--- config.mk ---
export PLATFORM = sky130hd
export DESIGN_NAME = rts_host
export DESIGN_NICKNAME = d
export VERILOG_FILES = /design/src/rts_pkg.sv /design/src/rts_tmr_if.sv /design/src/rts_host.sv /design/src/rts_hold_timer.sv
export VERILOG_INCLUDE_DIRS = /design/src
export SDC_FILE = /design/constraint.sdc
export NUM_CORES = 1
export LEC_CHECK = 0
export CORE_ASPECT_RATIO = 0.75
export CORE_MARGIN = 5
export CORE_UTILIZATION = 38
export DETAILED_ROUTE_END_ITERATION = 16
export DONT_BUFFER_PORTS = 1
export PLACE_DENSITY = 0.58
export SLEW_MARGIN = 15
export SYNTH_ARGS = -nofsm -noshare
export SYNTH_HDL_FRONTEND = slang
export SYNTH_HIERARCHICAL = 1
export SYNTH_SLANG_ARGS = --single-unit
--- constraint.sdc ---
create_clock -name clk_in -period 3.9 [get_ports clk_in]
set_input_delay 0.39 -clock clk_in [delete_from_list [all_inputs] [get_ports clk_in]]
set_output_delay 0.39 -clock clk_in [all_outputs]
set_load 0.05 [all_outputs]
--- src/rts_regs.svh ---
// Register offsets, field positions, reset values and timing figures of the ring-to-talk controller
`ifndef RTS_REGS_SVH
`define RTS_REGS_SVH

`define RTS_ADDR_W          4
`define RTS_DATA_W          32
`define RTS_OFF_SELECT      4'h0
`define RTS_OFF_CTRL        4'h4
`define RTS_OFF_STATUS      4'h8
`define RTS_OFF_HOLD        4'hc

`define RTS_CTRL_MODE_LSB   0
`define RTS_CTRL_START_BIT  2
`define RTS_CTRL_LATCH_BIT  3

`define RTS_STAT_BUSY_BIT   0
`define RTS_STAT_DONE_BIT   1
`define RTS_STAT_FAULT_BIT  2
`define RTS_STAT_LINE_BIT   3

`define RTS_SEL_TALK        2'h0
`define RTS_SEL_TEST        2'h1
`define RTS_SEL_RING        2'h2
`define RTS_SEL_ALLOFF      2'h3
`define RTS_SELECT_RESET    2'h3
`define RTS_LATCH_RESET     1'b1

`define RTS_CLK_PERIOD_NS   25
`define RTS_HALF_RING_NS    25000000
`define RTS_HALF_RING_CYC   ((`RTS_HALF_RING_NS + `RTS_CLK_PERIOD_NS - 1) / `RTS_CLK_PERIOD_NS)

`endif

--- src/rts_pkg.sv ---
// Types shared by the ring-to-talk controller modules
`default_nettype none
package rts_pkg;

  // Release technique chosen by software
  typedef enum logic [1:0]
  {
    RTS_MODE_MBB    = 2'b00,
    RTS_MODE_BBM    = 2'b01,
    RTS_MODE_BBM_SD = 2'b10,
    RTS_MODE_RSVD   = 2'b11
  } rts_mode_e;

  // Sequencer states
  typedef enum logic [1:0]
  {
    RTS_ST_IDLE   = 2'b00,
    RTS_ST_ALLOFF = 2'b01,
    RTS_ST_SDLOW  = 2'b10
  } rts_state_e;

endpackage : rts_pkg
`default_nettype wire

--- src/rts_tmr_if.sv ---
// Start and done signals between the sequencer and its hold timer
`timescale 1ns/100ps
`default_nettype none
interface rts_tmr_if;
  logic start;  // One-cycle start of a hold period
  logic done;   // One-cycle end of the hold period

  modport ctl (output start, input done);
  modport tmr (input start, output done);
endinterface : rts_tmr_if
`default_nettype wire

--- src/rts_host.sv ---
// Host-side sequencer that moves the line switch from ringing to talk
//
// How it works
// - Make-before-break: select goes ringing straight to talk
// - Break-before-make: drive all-off encoding to end ringing
// - Hold all-off at least half a ringing cycle
// - Then apply talk encoding, both selects low
`timescale 1ns/100ps
`default_nettype none
`include "rts_regs.svh"
module rts_host
#(
  parameter int unsigned HOLD_CYCLES = `RTS_HALF_RING_CYC  // Half ringing cycle in clocks
)
(
  input  wire logic                      clk_in,
  input  wire logic                      reset_n_in,
  input  wire logic [`RTS_ADDR_W-1:0]    addr_in,
  input  wire logic [`RTS_DATA_W-1:0]    wdata_in,
  input  wire logic                      wr_in,
  input  wire logic                      rd_in,
  output logic      [`RTS_DATA_W-1:0]    rdata_out,
  output logic                           ring_select_out,
  output logic                           test_select_out,
  output logic                           latch_hold_out,
  input  wire logic                      thermal_shutdown_io_in,
  output logic                           thermal_shutdown_io_out,
  output logic                           thermal_shutdown_io_oe_out
);

  rts_tmr_if tmr_bus ();  // Hold timer link

  rts_hold_timer #(.CYCLES(HOLD_CYCLES)) u_timer
  (
    .clk_in     (clk_in),
    .reset_n_in (reset_n_in),
    .tmr        (tmr_bus.tmr)
  );

  // Address match helper used by both read and write decode
  function automatic logic hit(input logic [`RTS_ADDR_W-1:0] a, input logic [`RTS_ADDR_W-1:0] off);
    hit = (a == off);
  endfunction : hit

  rts_pkg::rts_state_e          state_reg;   // Sequencer state
  rts_pkg::rts_state_e          state_next;
  rts_pkg::rts_mode_e           mode_reg;    // Chosen release technique
  rts_pkg::rts_mode_e           mode_next;
  logic [1:0]                   sel_reg;     // {ring, test} select pins
  logic [1:0]                   sel_next;
  logic                         latch_reg;   // Hold pin level
  logic                         latch_next;
  logic                         sd_low_reg;  // Pulling shutdown line low
  logic                         sd_low_next;
  logic                         done_reg;    // Sticky transition-finished flag
  logic                         done_next;
  logic                         fault_reg;   // Sticky line-low-seen flag
  logic                         fault_next;
  logic [`RTS_DATA_W-1:0]       rdata_reg;   // Read data, one cycle after strobe
  logic [`RTS_DATA_W-1:0]       rdata_next;
  logic                         start_pulse; // Timer start
  logic                         wr_sel;      // Write to select register
  logic                         wr_ctrl;     // Write to control register
  logic                         rd_stat;     // Read of status register

  assign wr_sel  = wr_in && hit(addr_in, `RTS_OFF_SELECT);
  assign wr_ctrl = wr_in && hit(addr_in, `RTS_OFF_CTRL);
  assign rd_stat = rd_in && hit(addr_in, `RTS_OFF_STATUS);

  // Sequencer and register next values
  always_comb
  begin
    state_next  = state_reg;
    mode_next   = mode_reg;
    sel_next    = sel_reg;
    latch_next  = latch_reg;
    sd_low_next = sd_low_reg;
    done_next   = done_reg;
    fault_next  = fault_reg;
    start_pulse = 1'b0;
    // Hold level is software's; low lets selects flow through
    if (wr_ctrl)
    begin
      latch_next = wdata_in[`RTS_CTRL_LATCH_BIT];
    end
    // Reading status clears done; a set in the same cycle wins below
    if (rd_stat)
    begin
      done_next  = 1'b0;
      fault_next = 1'b0;
    end
    // Line low while we do not pull it means the device shut down
    if (!thermal_shutdown_io_in && !sd_low_reg)
    begin
      fault_next = 1'b1;
    end
    case (state_reg)
      rts_pkg::RTS_ST_IDLE:
      begin
        // Direct select writes only while no sequence runs
        if (wr_sel)
        begin
          sel_next = wdata_in[1:0];
        end
        if (wr_ctrl && wdata_in[`RTS_CTRL_START_BIT])
        begin
          mode_next = rts_pkg::rts_mode_e'(wdata_in[`RTS_CTRL_MODE_LSB +: 2]);
          case (rts_pkg::rts_mode_e'(wdata_in[`RTS_CTRL_MODE_LSB +: 2]))
            rts_pkg::RTS_MODE_MBB:
            begin
              // Straight to talk, no intermediate encoding
              sel_next  = `RTS_SEL_TALK;
              done_next = 1'b1;
            end
            rts_pkg::RTS_MODE_BBM_SD:
            begin
              // Pull line low; selects already moved to talk meanwhile
              sd_low_next = 1'b1;
              sel_next    = `RTS_SEL_TALK;
              start_pulse = 1'b1;
              state_next  = rts_pkg::RTS_ST_SDLOW;
            end
            default:
            begin
              // End ringing with the all-off encoding
              sel_next    = `RTS_SEL_ALLOFF;
              start_pulse = 1'b1;
              state_next  = rts_pkg::RTS_ST_ALLOFF;
            end
          endcase
        end
      end
      rts_pkg::RTS_ST_ALLOFF:
      begin
        // Injection switch opens on a zero crossing within this hold
        if (tmr_bus.done)
        begin
          // Talk only now, so break switches close after ringing opened
          sel_next   = `RTS_SEL_TALK;
          done_next  = 1'b1;
          state_next = rts_pkg::RTS_ST_IDLE;
        end
      end
      rts_pkg::RTS_ST_SDLOW:
      begin
        // Release line; device pull-up then closes break switches
        if (tmr_bus.done)
        begin
          sd_low_next = 1'b0;
          done_next   = 1'b1;
          state_next  = rts_pkg::RTS_ST_IDLE;
        end
      end
      default:
      begin
        state_next = rts_pkg::RTS_ST_IDLE;
      end
    endcase
  end

  // Read mux; unmapped addresses read zero
  always_comb
  begin
    rdata_next = '0;
    if (rd_in)
    begin
      case (addr_in)
        `RTS_OFF_SELECT: rdata_next = {30'h0, sel_reg};
        `RTS_OFF_CTRL:   rdata_next = {28'h0, latch_reg, 1'b0, mode_reg};
        `RTS_OFF_STATUS:
        begin
          rdata_next[`RTS_STAT_BUSY_BIT]  = (state_reg != rts_pkg::RTS_ST_IDLE);
          rdata_next[`RTS_STAT_DONE_BIT]  = done_reg;
          rdata_next[`RTS_STAT_FAULT_BIT] = fault_reg;
          rdata_next[`RTS_STAT_LINE_BIT]  = thermal_shutdown_io_in;
        end
        `RTS_OFF_HOLD:   rdata_next = HOLD_CYCLES;
        default:         rdata_next = '0;
      endcase
    end
  end

  // Register stage; selects reset to all-off, hold high (device locked)
  always_ff @(posedge clk_in or negedge reset_n_in)
  begin
    if (!reset_n_in)
    begin
      state_reg  <= rts_pkg::RTS_ST_IDLE;
      mode_reg   <= rts_pkg::RTS_MODE_MBB;
      sel_reg    <= `RTS_SELECT_RESET;
      latch_reg  <= `RTS_LATCH_RESET;
      sd_low_reg <= 1'b0;
      done_reg   <= 1'b0;
      fault_reg  <= 1'b0;
      rdata_reg  <= '0;
    end
    else
    begin
      state_reg  <= state_next;
      mode_reg   <= mode_next;
      sel_reg    <= sel_next;
      latch_reg  <= latch_next;
      sd_low_reg <= sd_low_next;
      done_reg   <= done_next;
      fault_reg  <= fault_next;
      rdata_reg  <= rdata_next;
    end
  end

  assign tmr_bus.start              = start_pulse;
  assign rdata_out                  = rdata_reg;
  assign ring_select_out            = sel_reg[1];
  assign test_select_out            = sel_reg[0];
  assign latch_hold_out             = latch_reg;
  // Open drain: only ever drive low, never high
  assign thermal_shutdown_io_out    = 1'b0;
  assign thermal_shutdown_io_oe_out = sd_low_reg;

endmodule : rts_host
`default_nettype wire

--- src/rts_hold_timer.sv ---
// Half-ringing-cycle hold timer
`timescale 1ns/100ps
`default_nettype none
module rts_hold_timer
#(
  parameter int unsigned CYCLES = 1000000  // Hold length in clocks
)
(
  input  wire logic  clk_in,
  input  wire logic  reset_n_in,
  rts_tmr_if.tmr     tmr
);

  logic [31:0] count_reg;   // Cycles still to run
  logic [31:0] count_next;
  logic        run_reg;     // Timer active
  logic        run_next;
  logic        done_reg;    // End pulse
  logic        done_next;

  // Next-state of the down counter; a restart while running reloads it
  always_comb
  begin
    count_next = count_reg;
    run_next   = run_reg;
    done_next  = 1'b0;
    if (tmr.start)
    begin
      // Never less than one cycle
      count_next = (CYCLES > 1) ? 32'(CYCLES - 1) : 32'h0000_0000;
      run_next   = 1'b1;
    end
    else if (run_reg)
    begin
      if (count_reg == 32'h0000_0000)
      begin
        run_next  = 1'b0;
        done_next = 1'b1;
      end
      else
      begin
        count_next = count_reg - 32'h0000_0001;
      end
    end
  end

  // Register stage
  always_ff @(posedge clk_in or negedge reset_n_in)
  begin
    if (!reset_n_in)
    begin
      count_reg <= 32'h0000_0000;
      run_reg   <= 1'b0;
      done_reg  <= 1'b0;
    end
    else
    begin
      count_reg <= count_next;
      run_reg   <= run_next;
      done_reg  <= done_next;
    end
  end

  assign tmr.done = done_reg;

endmodule : rts_hold_timer
`default_nettype wire

==> report_table.html <==
<table>
<tr><th>Metric</th><th>Value</th></tr>
<tr><th colspan="2">Critical path</th></tr>
<tr><td>Critical path type</td><td>reg2reg</td></tr>
<tr><td>Endpoint class of the critical path</td><td>flip-flop</td></tr>
<tr><td>Count of cell instances traversed by the critical path</td><td>11</td></tr>
<tr><td>Most frequent CP cell</td><td>sky130_fd_sc_hd__inv_1</td></tr>
<tr><td>Endpoint required time on the critical path</td><td>a little over 4 ns</td></tr>
<tr><td>Sequence of cells on the critical path</td><td>inv_1 -&gt; ha_1 -&gt; inv_1 -&gt; or3_4 -&gt; nor2_2 -&gt; or4_1 -&gt; nor4_2 -&gt; buf_4 -&gt; a31o_2 -&gt; nor4_1 -&gt; mux2_1</td></tr>
<tr><td>Reg2reg path depth</td><td>11</td></tr>
<tr><td>Number of buffers and inverters on the critical path</td><td>3</td></tr>
<tr><td>Biggest cell delay along the critical path</td><td>0.45 ns</td></tr>
<tr><td>Critical Path Fanout Max</td><td>16</td></tr>
<tr><td>Launching element type of the critical path</td><td>flip-flop</td></tr>
<tr><td>Cell family with most CP delay</td><td>simple AND/OR/NAND/NOR gates</td></tr>
<tr><td>Critical Path Slowest Stage Cell</td><td>sky130_fd_sc_hd__or3_4</td></tr>
<tr><td>CP Data Arrival Time</td><td>~3.4 ns</td></tr>
<tr><th colspan="2">Status</th></tr>
<tr><td>Result of the run</td><td>complete, no violations</td></tr>
<tr><th colspan="2">Synthesis</th></tr>
<tr><td>Most used flip-flop cell after synthesis</td><td>sky130_fd_sc_hd__dfrtp_1</td></tr>
<tr><td>Largest family of logic cells by synthesized area</td><td>simple AND/OR/NAND/NOR gates</td></tr>
<tr><td>Share of async-settable or async-resettable flops after synthesis</td><td>100%</td></tr>
<tr><td>Most common cell in the synthesized netlist</td><td>sky130_fd_sc_hd__dfrtp_1</td></tr>
<tr><td>Xor and xnor fraction of the mapped netlist area</td><td>2.67%</td></tr>
<tr><td>Post-synthesis cell type count</td><td>57</td></tr>
<tr><td>Post-Syn Instances</td><td>311</td></tr>
<tr><td>Adder-cell share of the synthesized area</td><td>under 10%</td></tr>
<tr><td>Yosys top cell area share</td><td>39.0%</td></tr>
<tr><td>Number of flops mapped to enable cells by yosys</td><td>0</td></tr>
<tr><td>Cell area after synthesis</td><td>2950 um^2</td></tr>
<tr><td>Flip-flop and latch count after synthesis</td><td>49</td></tr>
<tr><td>Simple logic cell fraction of the synthesized area</td><td>24.2%</td></tr>
<tr><td>Total of warnings raised by yosys</td><td>6</td></tr>
<tr><td>Most used standard cells in the synthesized netlist</td><td>sky130_fd_sc_hd__dfrtp_1 (46), sky130_fd_sc_hd__nor2_1 (32), sky130_fd_sc_hd__buf_4 (28)</td></tr>
<tr><td>Largest area contributor in the synthesized netlist</td><td>sky130_fd_sc_hd__dfrtp_1</td></tr>
<tr><td>Mux contribution to synthesized area</td><td>2.97%</td></tr>
<tr><td>Seq/Total Area, Yosys</td><td>41.7%</td></tr>
<tr><td>Complex-gate fraction of the synthesized area</td><td>between 10% and 20%</td></tr>
<tr><td>Synthesized area divided by synthesized cell count</td><td>about 9.5 um^2</td></tr>
<tr><td>Cell types with the largest area share after synthesis</td><td>sky130_fd_sc_hd__dfrtp_1 (39%), sky130_fd_sc_hd__buf_4 (7.1%), sky130_fd_sc_hd__nor2_1 (4.1%), sky130_fd_sc_hd__a21oi_1 (3.9%), sky130_fd_sc_hd__dfstp_2 (2.7%)</td></tr>
<tr><th colspan="2">Final layout</th></tr>
<tr><td>Synth-to-Final Area Change</td><td>4.33%</td></tr>
<tr><td>Final Util</td><td>41.4%</td></tr>
<tr><td>Post-layout net count</td><td>355</td></tr>
<tr><td>Ant. Diodes</td><td>0</td></tr>
<tr><td>Finished Cell Area</td><td>3080 um^2</td></tr>
<tr><td>Flip-flop count of the largest register after layout</td><td>32</td></tr>
<tr><td>Share of post-route cells with drive strength above 1</td><td>11.9%</td></tr>
<tr><th colspan="2">Timing</th></tr>
<tr><td>Count of pins over their slew limit</td><td>0</td></tr>
<tr><td>Final worst-path cycle share</td><td>82.9%</td></tr>
<tr><td>Slew at the pin closest to its max-slew limit</td><td>0.968 ns</td></tr>
<tr><td>Maximum clock rate</td><td>309 MHz</td></tr>
<tr><td>RSZ-0062 raised after global routing</td><td>false</td></tr>
<tr><td>Number of hold-slack violations in the final timing report</td><td>0</td></tr>
<tr><td>Number of setup violations in the final report</td><td>0</td></tr>
<tr><td>Post-Route Skew</td><td>0.0151 ns</td></tr>
<tr><td>Worst hold slack across all endpoints</td><td>0.208 ns</td></tr>
<tr><td>Setup total negative slack</td><td>0 ns</td></tr>
<tr><td>Tmin final</td><td>about 3.2 ns</td></tr>
<tr><td>Relative slew margins</td><td>35.7%</td></tr>
<tr><th colspan="2">Placement</th></tr>
<tr><td>Total placed instance area</td><td>2960 um^2</td></tr>
<tr><td>Count of input and output buffers</td><td>0</td></tr>
<tr><td>Detailed placement HPWL</td><td>4440 um</td></tr>
<tr><td>Last weighted congestion value of the routability-driven placer</td><td>0.770</td></tr>
<tr><th colspan="2">GRT</th></tr>
<tr><td>GRT Util Overall</td><td>a little over an eighth</td></tr>
<tr><td>First-pass GRT wire length</td><td>10,600 um</td></tr>
<tr><td>Overflow left after global routing</td><td>0</td></tr>
<tr><td>Vias in the first global route</td><td>2,113</td></tr>
<tr><td>Number of antenna violations at the first check in global routing</td><td>0</td></tr>
<tr><td>Largest net degree at the start of global routing</td><td>50</td></tr>
<tr><th colspan="2">Detailed routing</th></tr>
<tr><td>Number of routed nets with antenna violations</td><td>0</td></tr>
<tr><td>Routed WL</td><td>6160 um</td></tr>
<tr><td>Detailed-route vias per instance</td><td>between 5 and 6</td></tr>
<tr><td>Detailed Route Iter0 Violations</td><td>112</td></tr>
<tr><td>WL per Instance</td><td>15.0 um</td></tr>
<tr><td>Pre-antenna DRT Iters</td><td>4</td></tr>
<tr><td>Total number of vias</td><td>2,225</td></tr>
<tr><td>Number of remaining DRC errors</td><td>0</td></tr>
<tr><th colspan="2">Clocking</th></tr>
<tr><td>Total number of H-tree levels</td><td>2</td></tr>
<tr><td>Number of buffers inserted during clock tree synthesis</td><td>5</td></tr>
<tr><td>Worst-case clock buffer depth</td><td>2</td></tr>
<tr><td>Clock root buffer master</td><td>sky130_fd_sc_hd__clkbuf_8</td></tr>
<tr><td>TritonCTS clock tree</td><td>yes</td></tr>
<tr><td>Clock input transition at the sequential cells of the worst setup and hold paths</td><td>0.09 ns</td></tr>
<tr><td>Sink Count</td><td>49</td></tr>
<tr><td>Worst-skew pair later-pin latency</td><td>0.30 ns</td></tr>
<tr><th colspan="2">Die</th></tr>
<tr><td>Number of standard-cell rows in the floorplan</td><td>27</td></tr>
<tr><td>CORE AREA</td><td>around 7400 um^2</td></tr>
<tr><td>Overall die height</td><td>86.3 um</td></tr>
<tr><td>Starting Density</td><td>39.7%</td></tr>
<tr><td>Overall die width</td><td>112 um</td></tr>
<tr><td>Ports</td><td>78</td></tr>
<tr><td>Total die area</td><td>9640 um^2</td></tr>
<tr><th colspan="2">Hold path</th></tr>
<tr><td>Type of the most critical hold path</td><td>in2reg</td></tr>
<tr><td>Number of instances on the worst hold path</td><td>1</td></tr>
<tr><th colspan="2">Run</th></tr>
<tr><td>Number of max-capacitance violations reported</td><td>0</td></tr>
<tr><th colspan="2">Power and ir drop</th></tr>
<tr><td>Final total power</td><td>approximately 0.96 mW</td></tr>
<tr><td>Static leakage</td><td>1.21 nW</td></tr>
<tr><td>Worst IR Drop VDD</td><td>between 0.15 and 0.2 mV</td></tr>
<tr><td>Power density over the cells</td><td>between 300 and 400 nW/um^2</td></tr>
</table>
[repair_timing]
item	in CTS	in global routing
resized for setup	0	0
endpoints found under the hold margin	49	0
setup endpoints to repair	0	0
buffers inserted	0	0
hold buffers	2	0
[final timing paths]
path | from | endpoint | slack, ns
worst max-delay path | state_reg[0] | u_timer/count_reg[27] | 0.67
max in group asynchronous | reset_n_in | latch_hold_out | 3.01
worst min register to register | fault_reg | fault_reg | 0.50
worst min-delay path | thermal_shutdown_io_in | fault_reg | 0.21
worst max register to register | state_reg[0] | u_timer/count_reg[27] | 0.67
min in group asynchronous | reset_n_in | u_timer/run_reg | 0.60
[worst reg2reg max path, stage by stage (launching register included)]
cell	delay, ns
sky130_fd_sc_hd__dfrtp_1	0.40
sky130_fd_sc_hd__inv_1	0.13
sky130_fd_sc_hd__ha_1	0.28
sky130_fd_sc_hd__inv_1	0.18
sky130_fd_sc_hd__or3_4	0.45
sky130_fd_sc_hd__nor2_2	0.29
sky130_fd_sc_hd__or4_1	0.19
sky130_fd_sc_hd__nor4_2	0.05
sky130_fd_sc_hd__buf_4	0.20
sky130_fd_sc_hd__a31o_2	0.30
sky130_fd_sc_hd__nor4_1	0.32
sky130_fd_sc_hd__mux2_1	0.35
[cell usage in the layout (no fill, tap or decap), types with 4 or more instances in the layout]
cell type	n
sky130_fd_sc_hd__a211oi_1	6
sky130_fd_sc_hd__o31ai_1	4
sky130_fd_sc_hd__or4_1	7
sky130_fd_sc_hd__nor2b_1	5
sky130_fd_sc_hd__nor2_1	31
sky130_fd_sc_hd__nor3_1	7
sky130_fd_sc_hd__xnor2_1	9
sky130_fd_sc_hd__dfrtp_1	45
sky130_fd_sc_hd__or3_1	6
sky130_fd_sc_hd__inv_1	10
sky130_fd_sc_hd__clkbuf_8	5
sky130_fd_sc_hd__o21ai_0	9
sky130_fd_sc_hd__conb_1	22
sky130_fd_sc_hd__nand2_1	12
sky130_fd_sc_hd__nor4_1	9
sky130_fd_sc_hd__buf_4	7
sky130_fd_sc_hd__nand3_1	6
sky130_fd_sc_hd__ha_1	5
sky130_fd_sc_hd__a21oi_1	23
sky130_fd_sc_hd__nand2b_1	9
[power breakdown]
part           internal (mW)  total (mW)  switching [mW]
Combinational         0.0296       0.110          0.0802
Clock                  0.126       0.291           0.165
Sequential             0.526       0.559          0.0333
[kinds of logic after synthesis]
family                     Yosys count
xor gates and xnor gates             9
adders and majority gates            5
other                                1
AOI/OAI and AO/OA                   70
and+or+nand+nor                    120
muxes                                8
DFF                                 49
buffers and inverters               49
[per-layer routing]
metal,vias to the layer above,part of all wire [%],track usage [%]
met3,5,3.9,2.65
met4,0,0.76,3.65
met5,-,0,0
met1,1097,53,20.3
li1,1081,-,-
met2,42,42,18.7
[metrics by stage]
stage / std cells / worst slack (ns)
final: 411 / 0.666
after global routing: 411 / 0.382
after CTS: 411 / 0.651
after detailed placement: 401 / 0.659
after global placement: 401 / 0.669
after floorplan: 332 / 1.01
[area by class of cell]
type	instances	area (um^2)
clock inverter	1	5.00
fill	738	4360
inverter	10	37.5
tap	101	126
clock buffer	7	76.3
sequential	49	1230
multi-input combinational	234	1510
timing repair buffer	9	90.1
(Power assumes the default switching activity.)
